## config.mk

```make
export PLATFORM = sky130hd
export DESIGN_NAME = fcor_regs
export DESIGN_NICKNAME = d
export VERILOG_FILES = /design/src/fcor_pkg.sv /design/src/fcor_regs.sv /design/src/fcor_wp_merge.sv /design/src/fcor_density.sv
export SDC_FILE = /design/constraint.sdc
export NUM_CORES = 1
export LEC_CHECK = 0
export ABC_AREA = 1
export BUFFER_PORTS_ARGS = -buffer_cell sky130_fd_sc_hd__buf_2
export CELL_PAD_IN_SITES_DETAIL_PLACEMENT = 0
export CELL_PAD_IN_SITES_GLOBAL_PLACEMENT = 2
export CORE_MARGIN = 3
export CORE_UTILIZATION = 24
export CTS_BUF_LIST = sky130_fd_sc_hd__clkbuf_8
export DETAILED_ROUTE_END_ITERATION = 10
export PLACE_DENSITY_LB_ADDON = 0.12
export SLEW_MARGIN = 20
export SYNTH_ARGS = -nofsm -noshare
export SYNTH_HDL_FRONTEND = slang
export SYNTH_SLANG_ARGS = --single-unit
export TNS_END_PERCENT = 50
```

## constraint.sdc

```tcl
create_clock -name clk_i -period 2.4 [get_ports clk_i]
set_clock_uncertainty 0.15 [all_clocks]
set_input_delay 0.36 -clock clk_i [delete_from_list [all_inputs] [get_ports clk_i]]
set_output_delay 0.36 -clock clk_i [all_outputs]
set_load 0.01 [all_outputs]
```

## src/fcor_pkg.sv

```systemverilog
/*
  Package for the floppy configuration option registers: register indices,
  field positions, reset values and the carrier structs.
  Assumes a Wishbone classic slave with 32-bit data and word addressing.
*/
package fcor_pkg;

  // ==========================================================
  // Register indices (byte address = 4 * index)
  localparam logic [7:0] IDX_OPTION = 8'hF1;
  localparam logic [7:0] IDX_TYPE = 8'hF2;
  localparam logic [7:0] IDX_ZERO = 8'hF3;
  localparam logic [7:0] IDX_DRV0 = 8'hF4;
  localparam int ADDR_W = 10;

  // ==========================================================
  // Reset values
  localparam logic [7:0] RST_OPTION = 8'h00;
  localparam logic [7:0] RST_TYPE = 8'hFF;
  localparam logic [7:0] RST_DRV0 = 8'h00;

  // ==========================================================
  // Writable bit masks
  localparam logic [7:0] MASK_OPTION = 8'h0F;
  localparam logic [7:0] MASK_TYPE = 8'hFF;
  localparam logic [7:0] MASK_DRV0 = 8'h5B;

  // ==========================================================
  // Field positions
  localparam int OPT_FWP = 0;
  localparam int OPT_DENS_LO = 2;
  localparam int TYP_B_LO = 2;
  localparam int D0_TYPE_LO = 0;
  localparam int D0_RATE_LO = 3;
  localparam int D0_PRECOMP = 6;

  // Density select codes
  localparam logic [1:0] DENS_HIGH = 2'h2;
  localparam logic [1:0] DENS_LOW = 2'h3;

  typedef struct packed {
    logic drive0_select_n;
    logic drive1_select_n;
    logic write_protect_in_n;
  } fcor_drive_pins_t;

  typedef struct packed {
    logic [1:0] drive_type;
    logic [1:0] rate_table;
    logic precomp_disable;
  } fcor_drive0_cfg_t;

endpackage

```

## src/fcor_regs.sv

```systemverilog
/*
  Floppy configuration option register group: option control, drive type
  store, reserved-zero and drive-0 configuration, over a Wishbone classic slave.
  Assumes word addressing (byte address = 4 * index) and one 50 MHz clock.
*/
`timescale 1ns/1ps
module fcor_regs (
  input wire logic clk_i, // Clock, 50 MHz
  input wire logic rst_i, // Sync reset, high
  // Wishbone classic slave
  input wire logic wb_cyc_i, // Cycle
  input wire logic wb_stb_i, // Strobe
  input wire logic wb_we_i, // Write enable
  input wire logic [fcor_pkg::ADDR_W-1:0] wb_adr_i, // Byte address
  input wire logic [3:0] wb_sel_i, // Byte selects
  input wire logic [31:0] wb_dat_i, // Write data
  output logic [31:0] wb_dat_o, // Read data
  output logic wb_ack_o, // Acknowledge
  // Drive side
  input wire logic disable_wp_i, // Device-disable write-protect bit
  input fcor_pkg::fcor_drive_pins_t fdd_pins_i, // Dedicated drive pins
  input fcor_pkg::fcor_drive_pins_t pport_pins_i, // Parallel-port floppy pins
  input wire logic core_density_i, // Core density request
  output logic core_wp_o, // Write protect to core, dedicated path
  output logic pport_wp_o, // Write protect to core, parallel-port path
  output logic status_register_a_wp_o, // Status register A bit 1
  output logic density_o, // Density pin level
  output logic [1:0] drive_b_type_o, // Stored drive B type
  output fcor_pkg::fcor_drive0_cfg_t drive0_cfg_o // Drive-0 settings
);

  // ==========================================================
  // Storage
  logic [7:0] option_reg;
  logic [7:0] type_reg;
  logic [7:0] drv0_reg;
  logic ack_reg;
  logic [31:0] rdata_reg;
  logic [7:0] rdata_next;
  logic req;
  logic wr_en;
  logic [7:0] idx;
  logic core_wp_int;
  logic ack_edge;
  logic hit_option;
  logic hit_type;
  logic hit_zero;
  logic hit_drv0;

  assign req = wb_cyc_i & wb_stb_i & ~ack_reg;
  // A write lands at the edge where the master samples ack, not at the taking
  // edge, so a cycle dropped before its answer leaves the registers alone
  assign ack_edge = wb_cyc_i & wb_stb_i & ack_reg;
  assign wr_en = ack_edge & wb_we_i & wb_sel_i[0];
  // Low two address bits ignored: word aligned registers
  assign idx = wb_adr_i[9:2];
  assign hit_option = (idx == fcor_pkg::IDX_OPTION);
  assign hit_type = (idx == fcor_pkg::IDX_TYPE);
  assign hit_zero = (idx == fcor_pkg::IDX_ZERO);
  assign hit_drv0 = (idx == fcor_pkg::IDX_DRV0);

  // ==========================================================
  // Bus handshake: one wait state, ack dropped after one cycle
  always_ff @(posedge clk_i) begin
    if (rst_i) begin
      ack_reg <= 1'b0;
    end else begin
      ack_reg <= req;
    end
  end

  // ==========================================================
  // Option control register
  always_ff @(posedge clk_i) begin
    if (rst_i) begin
      option_reg <= fcor_pkg::RST_OPTION;
    end else if (wr_en && idx == fcor_pkg::IDX_OPTION) begin
      option_reg <= wb_dat_i[7:0] & fcor_pkg::MASK_OPTION;
    end
  end

  // ==========================================================
  // Drive type store, all fields kept, upper two spare
  always_ff @(posedge clk_i) begin
    if (rst_i) begin
      type_reg <= fcor_pkg::RST_TYPE;
    end else if (wr_en && idx == fcor_pkg::IDX_TYPE) begin
      type_reg <= wb_dat_i[7:0] & fcor_pkg::MASK_TYPE;
    end
  end

  // ==========================================================
  // Drive-0 configuration, bits 2, 5, 7 never stored
  always_ff @(posedge clk_i) begin
    if (rst_i) begin
      drv0_reg <= fcor_pkg::RST_DRV0;
    end else if (wr_en && idx == fcor_pkg::IDX_DRV0) begin
      drv0_reg <= wb_dat_i[7:0] & fcor_pkg::MASK_DRV0;
    end
  end

  // ==========================================================
  // Read mux; unmapped indices and 0xF3 read zero
  always_comb begin
    unique case (idx)
      fcor_pkg::IDX_OPTION: rdata_next = option_reg;
      fcor_pkg::IDX_TYPE: rdata_next = type_reg;
      fcor_pkg::IDX_ZERO: rdata_next = 8'h00;
      fcor_pkg::IDX_DRV0: rdata_next = drv0_reg;
      default: rdata_next = 8'h00;
    endcase
  end

  always_ff @(posedge clk_i) begin
    if (rst_i) begin
      rdata_reg <= 32'h00000000;
    end else if (req && !wb_we_i) begin
      rdata_reg <= {24'h000000, rdata_next};
    end else begin
      rdata_reg <= 32'h00000000;
    end
  end

  assign wb_ack_o = ack_reg;
  assign wb_dat_o = rdata_reg;

  // ==========================================================
  // Drive-0 and drive B outputs, registered
  always_ff @(posedge clk_i) begin
    if (rst_i) begin
      drive0_cfg_o <= '0;
      drive_b_type_o <= fcor_pkg::RST_TYPE[fcor_pkg::TYP_B_LO +: 2];
    end else begin
      drive0_cfg_o.drive_type <= drv0_reg[fcor_pkg::D0_TYPE_LO +: 2];
      drive0_cfg_o.rate_table <= drv0_reg[fcor_pkg::D0_RATE_LO +: 2];
      drive0_cfg_o.precomp_disable <= drv0_reg[fcor_pkg::D0_PRECOMP];
      drive_b_type_o <= type_reg[fcor_pkg::TYP_B_LO +: 2];
    end
  end

  // ==========================================================
  // Write-protect merge on both pin paths
  fcor_wp_merge u_wp_fdd (
    .clk_i(clk_i),
    .rst_i(rst_i),
    .force_wp_i(option_reg[fcor_pkg::OPT_FWP]),
    .disable_wp_i(disable_wp_i),
    .pins_i(fdd_pins_i),
    .wp_o(core_wp_int)
  );

  // Parallel-port path sees the same forced option
  fcor_wp_merge u_wp_pport (
    .clk_i(clk_i),
    .rst_i(rst_i),
    .force_wp_i(option_reg[fcor_pkg::OPT_FWP]),
    .disable_wp_i(disable_wp_i),
    .pins_i(pport_pins_i),
    .wp_o(pport_wp_o)
  );

  // Status bit mirrors the core's view
  assign core_wp_o = core_wp_int;
  assign status_register_a_wp_o = core_wp_int;

  fcor_density u_density (
    .clk_i(clk_i),
    .rst_i(rst_i),
    .sel_i(option_reg[fcor_pkg::OPT_DENS_LO +: 2]),
    .core_density_i(core_density_i),
    .density_o(density_o)
  );

  // ==========================================================
  // Checks
  // Every property watches what this block drives; the reset-value checks
  // carry no disable so that they see the reset edge itself
  chk_ack_single: assert property (@(posedge clk_i) disable iff (rst_i)
    wb_ack_o |=> !wb_ack_o)
    else $error("ack held more than one cycle");
  chk_ack_latency: assert property (@(posedge clk_i) disable iff (rst_i)
    (wb_cyc_i && wb_stb_i && !wb_ack_o) |=> wb_ack_o)
    else $error("ack not given one cycle after request");
  chk_zero_read: assert property (@(posedge clk_i) disable iff (rst_i)
    (req && !wb_we_i && idx == fcor_pkg::IDX_ZERO) |=> (wb_dat_o == 32'h00000000))
    else $error("reserved register read nonzero");
  chk_drv0_zero_bits: assert property (@(posedge clk_i) disable iff (rst_i)
    (req && !wb_we_i && hit_drv0)
    |=> ((wb_dat_o[2] == 1'b0) && (wb_dat_o[5] == 1'b0) && (wb_dat_o[7] == 1'b0)))
    else $error("drive-0 read-only bit read as one");
  chk_drv0_readback: assert property (@(posedge clk_i) disable iff (rst_i)
    (wr_en && idx == fcor_pkg::IDX_DRV0)
    |=> (drv0_reg == ($past(wb_dat_i[7:0]) & fcor_pkg::MASK_DRV0)))
    else $error("drive-0 write not stored");
  chk_precomp_follow: assert property (@(posedge clk_i) disable iff (rst_i)
    ##1 drive0_cfg_o.precomp_disable == $past(drv0_reg[fcor_pkg::D0_PRECOMP]))
    else $error("precompensation disable not following register");
  chk_rate_follow: assert property (@(posedge clk_i) disable iff (rst_i)
    ##1 drive0_cfg_o.rate_table == $past(drv0_reg[4:3]))
    else $error("rate table not following register");
  chk_pport_force: assert property (@(posedge clk_i) disable iff (rst_i)
    (option_reg[0] && !pport_pins_i.drive1_select_n) |=> pport_wp_o)
    else $error("parallel-port path not forced");

  // ==========================================================
  // Reset values, checked with no reset disable
  chk_opt_reset: assert property (@(posedge clk_i)
    rst_i |=> (option_reg == fcor_pkg::RST_OPTION))
    else $error("option register not cleared by reset");
  chk_type_reset: assert property (@(posedge clk_i)
    rst_i |=> (type_reg == fcor_pkg::RST_TYPE))
    else $error("type store not preset by reset");
  chk_drv0_reset: assert property (@(posedge clk_i)
    rst_i |=> (drv0_reg == fcor_pkg::RST_DRV0))
    else $error("drive-0 register not cleared by reset");
  chk_bus_reset: assert property (@(posedge clk_i)
    rst_i |=> (!wb_ack_o && (wb_dat_o == 32'h00000000)))
    else $error("bus outputs active after reset");

  // ==========================================================
  // Read path: data stands only in the ack cycle of a read
  chk_dat_idle: assert property (@(posedge clk_i) disable iff (rst_i)
    !wb_ack_o |-> (wb_dat_o == 32'h00000000))
    else $error("read data driven outside ack cycle");
  chk_dat_upper: assert property (@(posedge clk_i) disable iff (rst_i)
    (wb_dat_o[31:8] == 24'h000000))
    else $error("upper read data bits set");
  chk_ack_request: assert property (@(posedge clk_i) disable iff (rst_i)
    wb_ack_o |-> $past(wb_cyc_i && wb_stb_i))
    else $error("ack without a request");
  chk_write_dat: assert property (@(posedge clk_i) disable iff (rst_i)
    (req && wb_we_i) |=> (wb_dat_o == 32'h00000000))
    else $error("read data driven on a write");
  chk_opt_read: assert property (@(posedge clk_i) disable iff (rst_i)
    (req && !wb_we_i && hit_option) |=> (wb_dat_o[7:0] == $past(option_reg)))
    else $error("option readback differs from stored value");
  chk_type_read: assert property (@(posedge clk_i) disable iff (rst_i)
    (req && !wb_we_i && hit_type) |=> (wb_dat_o[7:0] == $past(type_reg)))
    else $error("type store readback differs from stored value");
  chk_drv0_read: assert property (@(posedge clk_i) disable iff (rst_i)
    (req && !wb_we_i && hit_drv0) |=> (wb_dat_o[7:0] == $past(drv0_reg)))
    else $error("drive-0 readback differs from stored value");
  chk_unmapped_read: assert property (@(posedge clk_i) disable iff (rst_i)
    (req && !wb_we_i && !hit_option && !hit_type && !hit_drv0)
    |=> (wb_dat_o == 32'h00000000))
    else $error("unmapped or reserved index read nonzero");

  // ==========================================================
  // Write path: masks, byte select and the read-only index
  chk_opt_write: assert property (@(posedge clk_i) disable iff (rst_i)
    (wr_en && hit_option)
    |=> (option_reg == ($past(wb_dat_i[7:0]) & fcor_pkg::MASK_OPTION)))
    else $error("option write not stored");
  chk_type_write: assert property (@(posedge clk_i) disable iff (rst_i)
    (wr_en && hit_type) |=> (type_reg == $past(wb_dat_i[7:0])))
    else $error("type store write not kept in full");
  chk_opt_upper: assert property (@(posedge clk_i) disable iff (rst_i)
    (option_reg[7:4] == 4'h0))
    else $error("option reserved bits set");
  chk_sel_gate: assert property (@(posedge clk_i) disable iff (rst_i)
    (wb_cyc_i && wb_stb_i && wb_we_i && !wb_sel_i[0])
    |=> ($stable(option_reg) && $stable(type_reg) && $stable(drv0_reg)))
    else $error("write with low byte deselected changed a register");
  chk_zero_write: assert property (@(posedge clk_i) disable iff (rst_i)
    (wb_cyc_i && wb_stb_i && wb_we_i && hit_zero)
    |=> ($stable(option_reg) && $stable(type_reg) && $stable(drv0_reg)))
    else $error("write to read-only index changed a register");

  // ==========================================================
  // Drive outputs follow their fields one edge later
  chk_btype_follow: assert property (@(posedge clk_i) disable iff (rst_i)
    ##1 drive_b_type_o == $past(type_reg[fcor_pkg::TYP_B_LO +: 2]))
    else $error("drive B type not following register");
  chk_dtype_follow: assert property (@(posedge clk_i) disable iff (rst_i)
    ##1 drive0_cfg_o.drive_type == $past(drv0_reg[fcor_pkg::D0_TYPE_LO +: 2]))
    else $error("drive-0 type not following register");
  chk_precomp_on: assert property (@(posedge clk_i) disable iff (rst_i)
    !drv0_reg[fcor_pkg::D0_PRECOMP] |=> !drive0_cfg_o.precomp_disable)
    else $error("precompensation not applied with bit clear");

  // ==========================================================
  // Write-protect on both pin paths; pins are active low
  chk_status_mirror: assert property (@(posedge clk_i) disable iff (rst_i)
    (status_register_a_wp_o == core_wp_o))
    else $error("status bit differs from core write-protect");
  chk_fdd_force_d1: assert property (@(posedge clk_i) disable iff (rst_i)
    (option_reg[fcor_pkg::OPT_FWP] && !fdd_pins_i.drive1_select_n) |=> core_wp_o)
    else $error("forced write-protect missing on drive 1");
  chk_fdd_pin: assert property (@(posedge clk_i) disable iff (rst_i)
    !fdd_pins_i.write_protect_in_n |=> core_wp_o)
    else $error("write-protect pin not passed to core");
  chk_disable_wp: assert property (@(posedge clk_i) disable iff (rst_i)
    disable_wp_i |=> (core_wp_o && pport_wp_o))
    else $error("device-disable protect not applied");
  chk_force_off: assert property (@(posedge clk_i) disable iff (rst_i)
    (!option_reg[fcor_pkg::OPT_FWP] && fdd_pins_i.write_protect_in_n && !disable_wp_i)
    |=> !core_wp_o)
    else $error("write-protect active with force off");
  chk_pport_d0: assert property (@(posedge clk_i) disable iff (rst_i)
    (option_reg[fcor_pkg::OPT_FWP] && !pport_pins_i.drive0_select_n) |=> pport_wp_o)
    else $error("parallel-port drive 0 not forced");
  chk_pport_pin: assert property (@(posedge clk_i) disable iff (rst_i)
    !pport_pins_i.write_protect_in_n |=> pport_wp_o)
    else $error("parallel-port write-protect pin not passed");
  chk_pport_off: assert property (@(posedge clk_i) disable iff (rst_i)
    (!option_reg[fcor_pkg::OPT_FWP] && pport_pins_i.write_protect_in_n && !disable_wp_i)
    |=> !pport_wp_o)
    else $error("parallel-port write-protect active with force off");

  // ==========================================================
  // Density override
  chk_dens_low: assert property (@(posedge clk_i) disable iff (rst_i)
    (option_reg[fcor_pkg::OPT_DENS_LO +: 2] == fcor_pkg::DENS_LOW) |=> !density_o)
    else $error("density not forced low");

  cov_wr_option: cover property (@(posedge clk_i) wr_en && idx == fcor_pkg::IDX_OPTION);
  cov_rd_drv0: cover property (@(posedge clk_i) req && !wb_we_i && idx == fcor_pkg::IDX_DRV0);
  cov_forced_wp: cover property (@(posedge clk_i) option_reg[0] && core_wp_o);
  cov_dens_low: cover property (@(posedge clk_i) option_reg[3:2] == fcor_pkg::DENS_LOW);
  cov_sel_off: cover property (@(posedge clk_i) wb_cyc_i && wb_stb_i && wb_we_i && !wb_sel_i[0]);

endmodule // fcor_regs

```

## src/fcor_wp_merge.sv

```systemverilog
/*
  Write-protect merge for one floppy pin path (dedicated or parallel-port).
  Assumes active-low pins synchronous to clk_i; output is registered.
*/
`timescale 1ns/1ps
module fcor_wp_merge (
  input wire logic clk_i, // Clock
  input wire logic rst_i, // Sync reset, high
  input wire logic force_wp_i, // Forced write-protect option
  input wire logic disable_wp_i, // Device-disable write-protect bit
  input fcor_pkg::fcor_drive_pins_t pins_i, // Drive pins
  output logic wp_o // Write protect active high
);
  logic wp_next;

  // ==========================================================
  // Selected drive gated with force, OR pin, OR disable bit
  always_comb begin
    wp_next = (~pins_i.drive0_select_n & force_wp_i)
            | (~pins_i.drive1_select_n & force_wp_i)
            | ~pins_i.write_protect_in_n
            | disable_wp_i;
  end

  always_ff @(posedge clk_i) begin
    if (rst_i) begin
      wp_o <= 1'b0;
    end else begin
      wp_o <= wp_next;
    end
  end

  chk_wp_force_sel: assert property (@(posedge clk_i) disable iff (rst_i)
    (force_wp_i && !pins_i.drive0_select_n) |=> wp_o)
    else $error("forced write-protect not applied");
  chk_wp_idle_clear: assert property (@(posedge clk_i) disable iff (rst_i)
    (!disable_wp_i && pins_i.write_protect_in_n && pins_i.drive0_select_n
     && pins_i.drive1_select_n) |=> !wp_o)
    else $error("write-protect active without cause");
endmodule // fcor_wp_merge

```

## src/fcor_density.sv

```systemverilog
/*
  Density output override driven by the two-bit density select field.
  Assumes the core's own density request is synchronous to clk_i.
*/
`timescale 1ns/1ps
module fcor_density (
  input wire logic clk_i, // Clock
  input wire logic rst_i, // Sync reset, high
  input wire logic [1:0] sel_i, // Density select field
  input wire logic core_density_i, // Core's own density level
  output logic density_o // Density to drive
);
  logic density_next;

  always_comb begin
    unique case (sel_i)
      fcor_pkg::DENS_HIGH: density_next = 1'b1;
      fcor_pkg::DENS_LOW: density_next = 1'b0;
      default: density_next = core_density_i;
    endcase
  end

  always_ff @(posedge clk_i) begin
    if (rst_i) begin
      density_o <= 1'b0;
    end else begin
      density_o <= density_next;
    end
  end

  chk_dens_forced: assert property (@(posedge clk_i) disable iff (rst_i)
    (sel_i == fcor_pkg::DENS_HIGH) |=> density_o)
    else $error("density not forced high");
  chk_dens_normal: assert property (@(posedge clk_i) disable iff (rst_i)
    (!sel_i[1]) |=> (density_o == $past(core_density_i)))
    else $error("density not passed through");
endmodule // fcor_density

```

==> flow_metrics.py <==
metrics = {
    "timing": {
        "rsz0062_at_grt": "false",
        "hold_viol": 0,
        "setup-tns-final_ns": 0,
        "fin_crit_ns": 1.405,
        "slew_violations": 0,
        "setup_viol": 0,
        "min_period_over_period_pct": 58.53,
        "clock.fmax_ghz": 0.7119,
    },
    "clock_tree": {
        "clock_sinks": 36,
        "ctsHtreeMaxLevel": 2,
        "cts_buffer_depth": 2,
        "clk_pin_slew_ns": 0.07,
        "root_buffer": "clkbuf_8",
        "cts_resized": 0,
        "clock_latency_ns": 0.28,
        "cts_setup_buffers": 0,
        "tritoncts.num_buffers": 5,
        "cts_hold_buffers": 0,
        "cts_tree": "built",
    },
    "logic_synthesis": {
        "synthTopCellsByCount": "nand2_1, dfxtp_1, nor2_1, buf_4, nand3_1",
        "synth.most_common_cell": "nand2_1",
        "ys_seq_elements": 36,
        "synth.area.top_cells": "dfxtp_1, nand2_1, buf_4",
        "synth_cells": 219,
        "synthArstFlopShare_pct": 0,
        "yosysSeqAreaShare_pct": 43.80,
        "synth_edf_count": 0,
        "synthXorXnorAreaFrac_pct": 0,
        "synth_ff_type": "dfxtp_1",
        "syn-mean-instance-area_um2": 7.513,
        "synth_top_area_cell": "dfxtp_1",
        "synth_cell_types": 23,
        "yosys.area_share.simple_pct": 36.65,
        "synth_fa_ha_area_share_pct": 0,
        "synth_area_um2": 1645,
        "synth_mux_area_share_pct": 0,
        "synth_top_family_by_area": "simple AND/OR/NAND/NOR gates",
        "yosys_warnings": 0,
        "synth_compound_area_share_pct": 1.369,
        "synth.top_cell.area_share_pct": 43.80,
    },
    "placement": {
        "hpwl_mm": 2.919,
        "place_inst": 342,
        "gp_congestion": 0.6607,
        "numPortBuffers": 49,
    },
    "pwr": {
        "leakage_nw": 1.047,
        "power_density_nw_per_um2": 581.6,
        "peakVddDrop_mv": 0.1613,
    },
    "floorplan": {
        "rows": 29,
        "die_y_um": 88.80,
        "dieWidth_um": 88.80,
        "initial_core_util_pct": 25.33,
        "dieArea_um2": 7885,
        "core_um2": 6495,
        "ios": 103,
    },
    "flow_run": {
        "cap_violations": 0,
    },
    "setup_path": {
        "critPathRequiredTime_ns": 2.48,
        "rr_worst_depth": 6,
        "arrival_ns": 1.48,
        "crit_path_max_fanout": 9,
        "path_class": "flip-flop to flip-flop",
        "end_kind": "flip-flop",
        "start_kind": "flip-flop",
    },
    "cells_and_area": {
        "diodes": 0,
        "layout-drive-gt1-share_pct": 27.94,
        "fin_cells": 349,
        "area_growth_pct": 20.08,
        "layout.nets": 331,
    },
    "grt": {
        "antenna_found_initial": 0,
        "grt_remaining_overflow": 0,
        "grt_use_total_pct": 10.93,
        "first_global_vias": 1299,
        "grt_max_degree": 19,
        "grt_first_pass_wirelength_mm": 6.341,
    },
    "status": {
        "status": "finished clean",
    },
    "drt": {
        "post_drt_wl_per_cell_um": 11.36,
        "drtPass1Iterations": 4,
        "viasPerCell": 3.897,
        "vias": 1360,
        "final_antenna_net_count": 0,
        "drtIter0Drc": 38,
        "finalWirelength_mm": 3.966,
        "drc": 0,
    },
    "worst_hold_path": {
        "whs_path_depth": 2,
        "hold_path_class": "primary input to flip-flop",
    },
}
-- critical path: stages (launching register included) --
cell	delay, ns
dfxtp_1	0.36
nand3_1	0.12
nor2_4	0.19
nand3_4	0.18
inv_2	0.21
nand2_1	0.07
nand3_1	0.06
-- stage by stage --
stage	total power [W]	cell area, um2	util (%)	hold slack, ns	setup slack [ns]
global placement	0.0007052	1879	28.93	0.2906	0.7104
floorplan	0.0006949	1732	-	0.2669	1.113
global route	0.001206	1976	30.42	0.1168	0.8564
detailed placement	0.0007055	1879	28.93	0.2870	0.7269
CTS	0.001169	1976	30.42	0.1125	0.9622
finish	0.001149	1976	30.42	0.1163	0.9954
-- final timing paths --
path	startpoint	slack (ns)	end
worst max-delay path	wb_ack_o$_SDFF_PP0_	1.0	type_reg[5]$_SDFFE_PP1P_
worst min-delay path	fdd_pins_i[0]	0.12	u_wp_fdd.wp_o$_SDFF_PP0_
worst max register to register	wb_ack_o$_SDFF_PP0_	1.0	type_reg[5]$_SDFFE_PP1P_
worst min register to register	type_reg[3]$_SDFFE_PP1P_	0.30	drive_b_type_o[1]$_SDFF_PP1_
-- logic make-up after synthesis --
family / after synthesis
AND/OR/NAND/NOR: 127
buffers and inverters: 51
flip-flops: 36
AO/OA/AOI/OAI: 4
other: 1
-- routing by layer --
metal	wire [um]	part of all wire (%)	vias to the layer above	global-route usage [%]
li1	-	-	725	-
met1	1865	47	578	14.05
met2	1753	44	52	17.48
met3	274	6.9	5	2.886
met4	72	1.8	0	4.121
met5	0	0	-	0
-- report_power, final --
group | total [W] | switching, W | internal [W] | leakage, nW
clock | 0.000458 | 0.000203 | 0.000255 | 0.0503
sequential | 0.000602 | 0.00000130 | 0.000601 | 0.291
combinational | 0.0000884 | 0.0000592 | 0.0000292 | 0.705
total | 0.00115 | 0.000263 | 0.000886 | 1.05
-- placed cells by master (no fill, tap or decap) --
cell type  netlist  routed
buf_4           25       2
nor2_4           3       3
nor2_1          35      35
inv_1           16      16
dfxtp_1         36      36
inv_2            5       5
a31oi_1          2       2
nand2_2          3       3
conb_1           1      24
a21oi_1          1       1
nand3_2          1       1
nor2_8           1       1
nand3_1         22      22
clkinv_1         2       2
or2_2            1       1
nor3b_1          2       2
nor3_2           1       1
o21ai_0          1       1
nor2_2           1       1
nand2_1         55      55
buf_2            2      49
clkbuf_8         0       7
nand3_4          2       2
-- final cells by class --
type                    instances  area [um2]
clock buffers                   7       96.34
flip-flops and latches         36       720.7
multi-input cells             155       715.7
fillers                       718        4519
inverters                      23       86.33
well taps                      77       96.34
repair buffers                 51       260.3
No activity file was read; power rests on OpenSTA's default activity.
